File: src/rtl/cvc_params.svh
// constants of the codec control register bank: offsets, field positions, reset values
// assumes inclusion by cvc_pkg and cvc_regs only
`ifndef CVC_PARAMS_SVH
`define CVC_PARAMS_SVH
// =============================================
// register addresses
`define CVC_ADR_STATUS      8'h80
`define CVC_ADR_IRQ_EN      8'h81
`define CVC_ADR_DEC_VAD_LVL 8'hd4
`define CVC_ADR_DEC_PCM_OUT 8'hd6
`define CVC_ADR_DEC_ADM_OUT 8'hda
`define CVC_ADR_ENC_MODE    8'he0
`define CVC_ADR_ENC_VAD_THR 8'he2
`define CVC_ADR_ENC_OFFS    8'he3
`define CVC_ADR_ENC_OFFS_EST 8'he5
`define CVC_ADR_ENC_PCM_OUT 8'he6
`define CVC_ADR_ENC_DAC     8'he7
`define CVC_ADR_ENC_ADM_TST 8'he8
`define CVC_ADR_ENC_ADM_OUT 8'hea
// =============================================
// encoder mode fields
`define CVC_MODE_OFFS_EN  8
`define CVC_MODE_TC_HI    4
`define CVC_MODE_TC_LO    3
`define CVC_MODE_ZERO_HI  2
`define CVC_MODE_ZERO_LO  1
`define CVC_MODE_HALF_Z   0
// =============================================
// status bit positions
`define CVC_ST_ENC_VAD 6
`define CVC_ST_ENC_PCM 5
`define CVC_ST_ENC_ADM 4
`define CVC_ST_DEC_VAD 2
`define CVC_ST_DEC_PCM 1
`define CVC_ST_DEC_ADM 0
// =============================================
// reset values and limits
`define CVC_RST_WORD   16'h0000
`define CVC_RST_BYTE   8'h00
`define CVC_THR_MASK   16'h7fff
`define CVC_BITS_BYTE  3'h7
`endif

File: src/rtl/cvc_pkg.sv
// types shared by the codec control register bank
// assumes cvc_params.svh on the include path
package cvc_pkg;
`include "cvc_params.svh"
   typedef enum logic {SB_IDLE, SB_SHIFT} cvc_sb_state_t;
   typedef enum logic [1:0] {XF_IDLE, XF_WR_HI, XF_WR_LO, XF_RD} cvc_xf_state_t;
   typedef struct packed {
      logic       offs_en;
      logic [1:0] est_tc;
      logic [1:0] zero_sel;
      logic       half_zero;
   } cvc_mode_t;
   typedef struct packed {
      logic       first_order;
      logic [1:0] loss_shift;
      logic [1:0] zero_sel;
      logic       half_zero_en;
   } cvc_est_cfg_t;
   typedef struct packed {
      logic enc_pcm;
      logic enc_adm;
      logic dec_pcm;
      logic dec_adm;
   } cvc_evt_t;
endpackage

File: src/rtl/cvc_regs.sv
// codec control and status register bank behind the serial control port
// assumes codec core signals share sys_clk; serial pins are asynchronous
module cvc_regs
   import cvc_pkg::*;
(
   input  wire logic        sys_clk,       // 40 MHz system clock
   input  wire logic        sys_rst,       // async reset, high
   input  wire logic        clk_en,        // freezes state when low
   input  wire logic        sbus_csn_n,    // serial select, low active
   input  wire logic        sbus_sclk,     // host serial clock
   input  wire logic        sbus_din,      // command/data in
   output logic             sbus_dout,     // reply data out
   output logic             sbus_dout_oe,  // reply drive enable
   output logic             irq_n_ff,      // interrupt request, low active
   input  wire logic        enc_vad,       // encoder voice detected
   input  wire logic        dec_vad,       // decoder voice detected
   input  wire logic [15:0] dec_vad_level, // decoder envelope, non-positive
   input  cvc_evt_t         core_evt,      // data available/needed pulses
   input  wire logic        dec_adm_mode,  // decoder decodes adm
   input  wire logic [15:0] enc_sample,    // encoder input sample
   input  wire logic        enc_sample_vld,// sample strobe
   output logic [15:0]      enc_adj_ff,    // sample plus offset
   output logic             enc_adj_vld_ff,// adjusted sample strobe
   output cvc_est_cfg_t     est_cfg_ff,    // estimator configuration
   output logic [15:0]      vad_thr_ff,    // encoder voice threshold
   output logic [15:0]      dac_direct_ff, // direct dac word
   output logic             dac_load_ff,   // dac word written pulse
   output logic [7:0]       adm_test_ff,   // host adm bits
   output logic             adm_test_vld_ff// adm bits written pulse
);
   // =============================================
   // decode functions
   function automatic logic is_wide_wr(input logic [7:0] a);
      if (a == `CVC_ADR_ENC_MODE)
         is_wide_wr = 1'b1;
      else if (a == `CVC_ADR_ENC_VAD_THR)
         is_wide_wr = 1'b1;
      else if (a == `CVC_ADR_ENC_OFFS)
         is_wide_wr = 1'b1;
      else if (a == `CVC_ADR_ENC_DAC)
         is_wide_wr = 1'b1;
      else
         is_wide_wr = 1'b0;
   endfunction

   function automatic logic is_byte_wr(input logic [7:0] a);
      if (a == `CVC_ADR_IRQ_EN)
         is_byte_wr = 1'b1;
      else if (a == `CVC_ADR_ENC_ADM_TST)
         is_byte_wr = 1'b1;
      else
         is_byte_wr = 1'b0;
   endfunction

   // clear mask {enc_pcm, enc_adm, dec_pcm, dec_adm} for reads that service a flag
   function automatic logic [3:0] svc_mask(input logic [7:0] a);
      if (a == `CVC_ADR_ENC_PCM_OUT)
         svc_mask = 4'b1000;
      else if (a == `CVC_ADR_ENC_ADM_OUT)
         svc_mask = 4'b0100;
      else if (a == `CVC_ADR_DEC_PCM_OUT)
         svc_mask = 4'b0010;
      else if (a == `CVC_ADR_DEC_ADM_OUT)
         svc_mask = 4'b0001;
      else
         svc_mask = 4'b0000;
   endfunction

   // =============================================
   // serial port
   logic          rx_vld;
   logic [7:0]    rx_byte;
   logic [1:0]    rx_idx;
   logic          sb_act;
   logic          tx_load;
   logic [15:0]   tx_word;

   cvc_sbus u_sbus (
      .sys_clk    (sys_clk),
      .sys_rst    (sys_rst),
      .clk_en     (clk_en),
      .csn_n_pin  (sbus_csn_n),
      .sclk_pin   (sbus_sclk),
      .din_pin    (sbus_din),
      .tx_load    (tx_load),
      .tx_word    (tx_word),
      .rx_vld_ff  (rx_vld),
      .rx_byte_ff (rx_byte),
      .rx_idx_ff  (rx_idx),
      .act_ff     (sb_act),
      .dout_ff    (sbus_dout),
      .dout_oe_ff (sbus_dout_oe)
   );

   // =============================================
   // registers and state
   cvc_xf_state_t xf_ff, nxt_xf;
   logic [7:0]    addr_ff;
   logic [7:0]    hi_ff;
   cvc_mode_t     mode_ff;
   logic [7:0]    irq_en_ff;
   logic [15:0]   offs_in_ff;
   logic [15:0]   offs_est_ff;
   logic [3:0]    flags_ff;
   logic          enc_vad_ff;
   logic          dec_vad_ff;
   logic          irq_pend_ff;

   // =============================================
   // transfer decode
   wire           addr_vld = rx_vld && (rx_idx == 2'h0);
   wire           wr_stb   = rx_vld && (xf_ff == XF_WR_LO);
   wire [15:0]    wr_data  = is_wide_wr(addr_ff) ? {hi_ff, rx_byte} : {8'h00, rx_byte};
   wire           wr_mode  = wr_stb && (addr_ff == `CVC_ADR_ENC_MODE);
   wire           wr_thr   = wr_stb && (addr_ff == `CVC_ADR_ENC_VAD_THR);
   wire           wr_offs  = wr_stb && (addr_ff == `CVC_ADR_ENC_OFFS);
   wire           wr_dac   = wr_stb && (addr_ff == `CVC_ADR_ENC_DAC);
   wire           wr_admt  = wr_stb && (addr_ff == `CVC_ADR_ENC_ADM_TST);
   wire           wr_irqen = wr_stb && (addr_ff == `CVC_ADR_IRQ_EN);
   wire           rd_stat  = addr_vld && (rx_byte == `CVC_ADR_STATUS);

   // status byte; bits 7 and 3 are wired low
   wire [7:0]     status   = {1'b0, enc_vad_ff, flags_ff[3:2],
                              1'b0, dec_vad_ff, flags_ff[1:0]};

   // any address outside the write set loads a reply; unmapped ones reply zero
   wire           is_rd    = !is_wide_wr(rx_byte) && !is_byte_wr(rx_byte);
   assign tx_load = addr_vld && is_rd;
   assign tx_word = (rx_byte == `CVC_ADR_STATUS)       ? {status, 8'h00} :
                    (rx_byte == `CVC_ADR_DEC_VAD_LVL)  ? dec_vad_level   :
                    (rx_byte == `CVC_ADR_ENC_OFFS_EST) ? offs_est_ff     :
                    `CVC_RST_WORD;

   always_comb
   begin
      nxt_xf = xf_ff;
      if (!sb_act)
         nxt_xf = XF_IDLE;
      else if (addr_vld)
      begin
         if (is_wide_wr(rx_byte))
            nxt_xf = XF_WR_HI;
         else if (is_byte_wr(rx_byte))
            nxt_xf = XF_WR_LO;
         else
            nxt_xf = XF_RD;
      end
      else if (rx_vld)
      begin
         case (xf_ff)
            XF_WR_HI: nxt_xf = XF_WR_LO;
            XF_WR_LO: nxt_xf = XF_IDLE;
            default:  nxt_xf = xf_ff;
         endcase
      end
   end

   always_ff @(posedge sys_clk or posedge sys_rst)
   begin
      if (sys_rst)
      begin
         xf_ff   <= XF_IDLE;
         addr_ff <= `CVC_RST_BYTE;
         hi_ff   <= `CVC_RST_BYTE;
      end
      else if (clk_en)
      begin
         xf_ff <= nxt_xf;
         if (addr_vld)
            addr_ff <= rx_byte;
         if (rx_vld && (xf_ff == XF_WR_HI))
            hi_ff <= rx_byte;
      end
   end

   // =============================================
   // write registers
   always_ff @(posedge sys_clk or posedge sys_rst)
   begin
      if (sys_rst)
      begin
         mode_ff         <= '0;
         irq_en_ff       <= `CVC_RST_BYTE;
         vad_thr_ff      <= `CVC_RST_WORD;
         offs_in_ff      <= `CVC_RST_WORD;
         dac_direct_ff   <= `CVC_RST_WORD;
         dac_load_ff     <= 1'b0;
         adm_test_ff     <= `CVC_RST_BYTE;
         adm_test_vld_ff <= 1'b0;
      end
      else if (clk_en)
      begin
         dac_load_ff     <= wr_dac;
         adm_test_vld_ff <= wr_admt;
         if (wr_mode)
         begin
            mode_ff.offs_en   <= wr_data[`CVC_MODE_OFFS_EN];
            mode_ff.est_tc    <= wr_data[`CVC_MODE_TC_HI:`CVC_MODE_TC_LO];
            mode_ff.zero_sel  <= wr_data[`CVC_MODE_ZERO_HI:`CVC_MODE_ZERO_LO];
            mode_ff.half_zero <= wr_data[`CVC_MODE_HALF_Z];
         end
         if (wr_irqen)
            irq_en_ff <= wr_data[7:0];
         // top bit dropped: threshold is unsigned 15-bit
         if (wr_thr)
            vad_thr_ff <= wr_data & `CVC_THR_MASK;
         if (wr_offs)
            offs_in_ff <= wr_data;
         if (wr_dac)
            dac_direct_ff <= wr_data;
         if (wr_admt)
            adm_test_ff <= wr_data[7:0];
      end
   end

   // =============================================
   // estimator configuration seen by the codec core
   wire           first_ord = (mode_ff.est_tc == 2'b00);

   always_ff @(posedge sys_clk or posedge sys_rst)
   begin
      if (sys_rst)
         est_cfg_ff <= '0;
      else if (clk_en)
      begin
         est_cfg_ff.first_order  <= first_ord;
         est_cfg_ff.loss_shift   <= mode_ff.est_tc;
         est_cfg_ff.zero_sel     <= first_ord ? 2'b00 : mode_ff.zero_sel;
         // bit is honoured only on the adm decode path; the host guards encode
         est_cfg_ff.half_zero_en <= mode_ff.half_zero && dec_adm_mode;
      end
   end

   // =============================================
   // offset compensation
   // tracking steps by the programmed constant against the sign of the
   // last adjusted sample; the estimate wraps rather than saturates
   wire           trk_on   = mode_ff.offs_en && (offs_in_ff != `CVC_RST_WORD);
   wire [15:0]    trk_step = enc_adj_ff[15] ? 16'(offs_est_ff + offs_in_ff)
                                            : 16'(offs_est_ff - offs_in_ff);
   wire [15:0]    nxt_offs_est = !mode_ff.offs_en ? offs_in_ff :
                                 (trk_on && enc_sample_vld) ? trk_step :
                                 offs_est_ff;

   always_ff @(posedge sys_clk or posedge sys_rst)
   begin
      if (sys_rst)
      begin
         offs_est_ff    <= `CVC_RST_WORD;
         enc_adj_ff     <= `CVC_RST_WORD;
         enc_adj_vld_ff <= 1'b0;
      end
      else if (clk_en)
      begin
         offs_est_ff    <= nxt_offs_est;
         enc_adj_vld_ff <= enc_sample_vld;
         if (enc_sample_vld)
            enc_adj_ff <= 16'(enc_sample + offs_est_ff);
      end
   end

   // =============================================
   // status flags and interrupt
   // the adm input write services the encoder adm-needed flag
   wire [3:0]     set_v   = {core_evt.enc_pcm, core_evt.enc_adm,
                             core_evt.dec_pcm, core_evt.dec_adm};
   wire [3:0]     clr_v   = (addr_vld ? svc_mask(rx_byte) : 4'b0000)
                            | (wr_admt ? 4'b0100 : 4'b0000);
   // set wins over a service clear in the same cycle
   wire [3:0]     nxt_flags = (flags_ff & ~clr_v) | set_v;
   wire [3:0]     en_data = {irq_en_ff[`CVC_ST_ENC_PCM], irq_en_ff[`CVC_ST_ENC_ADM],
                             irq_en_ff[`CVC_ST_DEC_PCM], irq_en_ff[`CVC_ST_DEC_ADM]};
   wire           vad_chg = ((enc_vad ^ enc_vad_ff) && irq_en_ff[`CVC_ST_ENC_VAD])
                            || ((dec_vad ^ dec_vad_ff) && irq_en_ff[`CVC_ST_DEC_VAD]);
   wire           irq_evt = (|(set_v & en_data)) || vad_chg;
   wire           nxt_pend = irq_evt || (irq_pend_ff && !rd_stat);

   always_ff @(posedge sys_clk or posedge sys_rst)
   begin
      if (sys_rst)
      begin
         flags_ff    <= 4'h0;
         enc_vad_ff  <= 1'b0;
         dec_vad_ff  <= 1'b0;
         irq_pend_ff <= 1'b0;
         irq_n_ff    <= 1'b1;
      end
      else if (clk_en)
      begin
         flags_ff    <= nxt_flags;
         enc_vad_ff  <= enc_vad;
         dec_vad_ff  <= dec_vad;
         irq_pend_ff <= nxt_pend;
         irq_n_ff    <= ~nxt_pend;
      end
   end
endmodule

File: src/rtl/cvc_sbus.sv
// serial control port: pin synchronisers, byte shifter, reply shifter
// assumes the host serial clock is far slower than sys_clk (8 cycles or more per period)
module cvc_sbus
   import cvc_pkg::*;
(
   input  wire logic        sys_clk,     // system clock
   input  wire logic        sys_rst,     // async reset, high
   input  wire logic        clk_en,      // freezes state when low
   input  wire logic        csn_n_pin,   // chip select pin, low active
   input  wire logic        sclk_pin,    // host serial clock pin
   input  wire logic        din_pin,     // command/data pin
   input  wire logic        tx_load,     // load reply word
   input  wire logic [15:0] tx_word,     // reply word, msb sent first
   output logic             rx_vld_ff,   // byte received pulse
   output logic [7:0]       rx_byte_ff,  // received byte
   output logic [1:0]       rx_idx_ff,   // byte index in transfer
   output logic             act_ff,      // transfer in progress
   output logic             dout_ff,     // reply pin level
   output logic             dout_oe_ff   // reply pin enable
);
   // =============================================
   // synchronisers
   logic [1:0]    csn_s_ff, din_s_ff;
   logic [2:0]    sclk_s_ff;
   cvc_sb_state_t st_ff;
   logic [2:0]    bit_ff;
   logic [1:0]    cnt_ff;
   logic [7:0]    sh_ff;
   logic [15:0]   tx_ff;
   logic          rise_seen_ff;
   wire           sel  = ~csn_s_ff[1];
   wire           rise = sclk_s_ff[1] & ~sclk_s_ff[2];
   wire           fall = ~sclk_s_ff[1] & sclk_s_ff[2];
   wire           last = (bit_ff == `CVC_BITS_BYTE);
   always_ff @(posedge sys_clk or posedge sys_rst)
   begin
      if (sys_rst)
      begin
         csn_s_ff  <= 2'b11;
         sclk_s_ff <= 3'b000;
         din_s_ff  <= 2'b00;
      end
      else if (clk_en)
      begin
         csn_s_ff  <= {csn_s_ff[0], csn_n_pin};
         sclk_s_ff <= {sclk_s_ff[1:0], sclk_pin};
         din_s_ff  <= {din_s_ff[0], din_pin};
      end
   end
   // =============================================
   // receive shifter, msb first, sampled on rising serial clock
   always_ff @(posedge sys_clk or posedge sys_rst)
   begin
      if (sys_rst)
      begin
         st_ff      <= SB_IDLE;
         bit_ff     <= 3'h0;
         cnt_ff     <= 2'h0;
         sh_ff      <= `CVC_RST_BYTE;
         rx_vld_ff  <= 1'b0;
         rx_byte_ff <= `CVC_RST_BYTE;
         rx_idx_ff  <= 2'h0;
         act_ff     <= 1'b0;
      end
      else if (clk_en)
      begin
         rx_vld_ff <= 1'b0;
         act_ff    <= sel;
         case (st_ff)
            SB_IDLE:
            begin
               bit_ff <= 3'h0;
               cnt_ff <= 2'h0;
               if (sel)
                  st_ff <= SB_SHIFT;
            end
            SB_SHIFT:
            begin
               if (!sel)
                  st_ff <= SB_IDLE;
               else if (rise)
               begin
                  sh_ff  <= {sh_ff[6:0], din_s_ff[1]};
                  bit_ff <= bit_ff + 3'h1;
                  if (last)
                  begin
                     rx_vld_ff  <= 1'b1;
                     rx_byte_ff <= {sh_ff[6:0], din_s_ff[1]};
                     rx_idx_ff  <= cnt_ff;
                     // saturate: extra bytes all report the last index
                     if (cnt_ff != 2'h3)
                        cnt_ff <= cnt_ff + 2'h1;
                  end
               end
            end
            default: st_ff <= SB_IDLE;
         endcase
      end
   end
   // =============================================
   // reply shifter: changes on falling edge so host samples a settled level
   always_ff @(posedge sys_clk or posedge sys_rst)
   begin
      if (sys_rst)
      begin
         tx_ff        <= `CVC_RST_WORD;
         dout_ff      <= 1'b0;
         dout_oe_ff   <= 1'b0;
         rise_seen_ff <= 1'b0;
      end
      else if (clk_en)
      begin
         if (!sel)
         begin
            dout_ff    <= 1'b0;
            dout_oe_ff <= 1'b0;
         end
         else if (tx_load)
         begin
            tx_ff        <= tx_word;
            dout_ff      <= tx_word[15];
            dout_oe_ff   <= 1'b1;
            rise_seen_ff <= 1'b0;
         end
         else if (rise)
            rise_seen_ff <= 1'b1;
         // the fall right after the address byte must not shift
         else if (fall && rise_seen_ff)
         begin
            tx_ff        <= {tx_ff[14:0], 1'b0};
            dout_ff      <= tx_ff[14];
            rise_seen_ff <= 1'b0;
         end
      end
   end
endmodule

File: config.mk
export PLATFORM = sky130hd
export DESIGN_NAME = cvc_regs
export DESIGN_NICKNAME = d
export VERILOG_FILES = /design/src/rtl/cvc_pkg.sv /design/src/rtl/cvc_regs.sv /design/src/rtl/cvc_sbus.sv
export VERILOG_INCLUDE_DIRS = /design/src /design/src/rtl
export SDC_FILE = /design/constraint.sdc
export NUM_CORES = 1
export LEC_CHECK = 0
export ABC_AREA = 0
export ABC_CLOCK_PERIOD_IN_PS = 16590
export CELL_PAD_IN_SITES_DETAIL_PLACEMENT = 1
export CELL_PAD_IN_SITES_GLOBAL_PLACEMENT = 2
export CORE_MARGIN = 10
export CORE_UTILIZATION = 40
export CTS_CLUSTER_SIZE = 30
export DETAILED_ROUTE_END_ITERATION = 12
export DONT_BUFFER_PORTS = 1
export PLACE_DENSITY_LB_ADDON = 0.1
export SLEW_MARGIN = 20
export SYNTH_ARGS = -nofsm -noshare
export SYNTH_HDL_FRONTEND = slang
export SYNTH_SLANG_ARGS = --single-unit
File: constraint.sdc
create_clock -name sys_clk -period 16.59 [get_ports sys_clk]
set_input_delay 3.318 -clock sys_clk [delete_from_list [all_inputs] [get_ports sys_clk]]
set_output_delay 3.318 -clock sys_clk [all_outputs]
set_load 0.01 [all_outputs]
==> reports/metrics.cfg <==
[setup_path]
crit_required_ns=16.86
crit_path_cell_trace=ha_1 > inv_1 > fa_1 > nor2b_1 > o21a_1 > o21ai_0 > a211o_1 > o21ai_0 > xnor2_1 > o21ai_0
worst-setup-path-type=in2reg
crit_path_max_fanout=4
rr_worst_depth=13
r2r_slack_ns=12.62
cp_slowest_cell=fa_1
worst-path-buf-inv=1
critPathLaunchType=input port
cp-end-kind=flip-flop
cp_common_cell=o21ai_0
rr_startpoint=offs_in_ff[5]
path_delay_family=compound AO/OA/AOI/OAI gates
timing.rr.end=offs_est_ff[15]
critical_path_arrival_ns=5.20
cp_slowest_stage_delay_ns=0.40

[worst_hold_path]
hold_path.class=reg2reg
worstHoldStart=irq_pend_ff
min_to=irq_pend_ff
whs_path_depth=1

[drt]
post_drt_wl_per_cell_um=22.2
drtPass1Iterations=4
route.final.wire_length_um=26100
vias=6569
avgViaCountPerCell=5.59
drc=0
ant_nets=0
drtIter0Drc=326

[yosys]
yosysSeqAreaShare_pct=48.2
synth.avg_cell_area_um2=11.0
synth_top_area_share_pct=47.4
synthAdderAreaFrac_pct=5.42
synthSimpleGateAreaFrac_pct=11.0
synth_compound_area_share_pct=14.0
synth_area_leaders=dfrtp_1, mux2_2, ha_1
ys_ff_latch=183
ys.flop_type=dfrtp_1
synthXorXnorAreaFrac_pct=3.96
syn_inst=864
synth_edf_count=0
synth.cell_area_um2=9510
synth_top_family_by_area=multiplexers
ys_warn_count=0
synthDistinctLibCells=72
synth.area.mux_share_pct=14.4
async_reset_ff_share_pct=100
yosys.area.top_type=dfrtp_1
synth_nets=950

[placement]
io_buffer_count=0
pre_cts_slack_ns=11.18
place_congestion=0.822
dpl.hpwl_um=19000

[layout]
diodes=0
layout_commonest_cell=dfrtp_1
final_cell_mix=dfrtp_1, mux2_2, nand2_1
area_growth_pct=8.78
nets=930
drive_above_1_share_pct=20.5

[cts]
path_clk_slew_ns=0.08
post_cts_buffers=0
cts_buffers=17
clock_sinks=183
postCtsResizedCells=0
clockRootBuffer=clkbuf_16
cts_buffer_depth=2
cts_tree=yes
ctsHoldBuffers=0
htreeDepth=4
clock_latency_ns=0.43

[die]
die_area_um2=30300
die_w_um=174
coreArea_um2=23400
io_pins=114
start_util_pct=40.6
rows=56
die_y_um=174

[grt]
grt_first_pass_wirelength_um=42000
antenna_found_initial=0
grt_pass1_vias=7296
groute.usage.overall_pct=17.4
grt_start_max_net_pins=69
overflow=0

[timing]
rsz0062_at_grt=no
relSlewSlack_pct=33.3
fin_tns_setup_ns=0
worstMarginPinSlew_ns=1.00
finalHoldViolCount=0
slew_viol_final=0
setup_viol=0
fin_crit_sh_pct=29.7
setup_slack_ns=11.67
period_minus_slack_ns=4.92
finClkSkew_ns=0.0117
fmax_mhz=203

[power_and_ir_drop]
leakage_nw=4.81
irDropWorstVdd_mv=0.0542
power_density_nw_per_um2=100
power.total_mw=1.04

[status]
status=complete, no violations

[job]
cap_violations=0

area by class of cell:
class | instances | area (um^2)
tap | 319 | 399
clock inverter | 14 | 170
clock buffer | 18 | 429
sequential | 183 | 4580
multi-input combinational | 616 | 4640
inverter | 22 | 87.6
fill | 2578 | 13100
timing repair buffer | 4 | 30.0
worst max path at each step:
stage / startpoint / endpoint / slack, ns / cells past startpoint
6_report: enc_sample[0] / enc_adj_ff[14] / 11.67 / 10
5_1_grt: enc_sample[0] / enc_adj_ff[14] / 11.53 / 10
4_1_cts: enc_sample[0] / enc_adj_ff[14] / 11.67 / 10
3_5_place_dp: enc_sample[0] / enc_adj_ff[14] / 11.18 / 10
3_3_place_gp: enc_sample[0] / enc_adj_ff[14] / 11.29 / 10
2_1_floorplan: sys_rst / addr_ff[0] / 8.30 / 1
routing by layer:
metal	up-vias	GRT usage [%]	part of all wire, %
met1	3358	22.1	45
li1	3068	-	-
met5	-	0	0
met2	123	28.8	48
met4	0	3.35	1.2
met3	20	5.01	5.0
metrics by stage:
stage / utilization (%) / area (um^2) / hold WS [ns] / instances
floorplan: - / 9510 / 0.450 / 864
global placement: 41.6 / 9740 / 0.463 / 1144
detailed placement: 41.6 / 9740 / 0.468 / 1144
CTS: 44.2 / 10300 / 0.491 / 1176
global route: 44.2 / 10300 / 0.512 / 1176
finish: 44.2 / 10300 / 0.488 / 1176
synthesized netlist by cell type (all sizes together) (6+ instances only):
cell type,n
inv,22
nor3b,6
mux2i,11
nand2,82
a22oi,17
clkbuf,24
nand4,8
nor3,21
buf,19
dfrtp,180
xnor2,17
ha,38
a22o,18
xor2,26
nand2b,10
mux2,112
a21oi,52
o21ai,66
nor2b,8
a31oi,7
nor2,34
nand3,9
a21o,11
report_power, final:
group	switching [mW]	internal (mW)
sequential	0.0422	0.481
clock	0.206	0.205
combinational	0.0557	0.0460
total	0.303	0.732
registers in the layout (all words and copies together) (netlist names), 4 cells and up:
register,flops
enc_adj_ff,16
addr_ff,8
offs_est_ff,16
u_sbus.tx_ff,15
adm_test_ff,8
est_cfg_ff,6
irq_en_ff,6
u_sbus.rx_byte_ff,8
hi_ff,8
u_sbus.sh_ff,7
dac_direct_ff,16
mode_ff,6
vad_thr_ff,15
flags_ff,4
offs_in_ff,16
logic make-up (layout without fill, tap and decap cells):
family | Yosys count | count (layout)
simple gates | 202 | 202
xor+xnor | 43 | 43
other cells | 1 | 1
compound gates | 207 | 207
fa+ha+maj | 40 | 40
mux | 123 | 123
flops | 183 | 183
buf+inv | 65 | 58
Note: power is estimated with default switching activity, not from simulation.
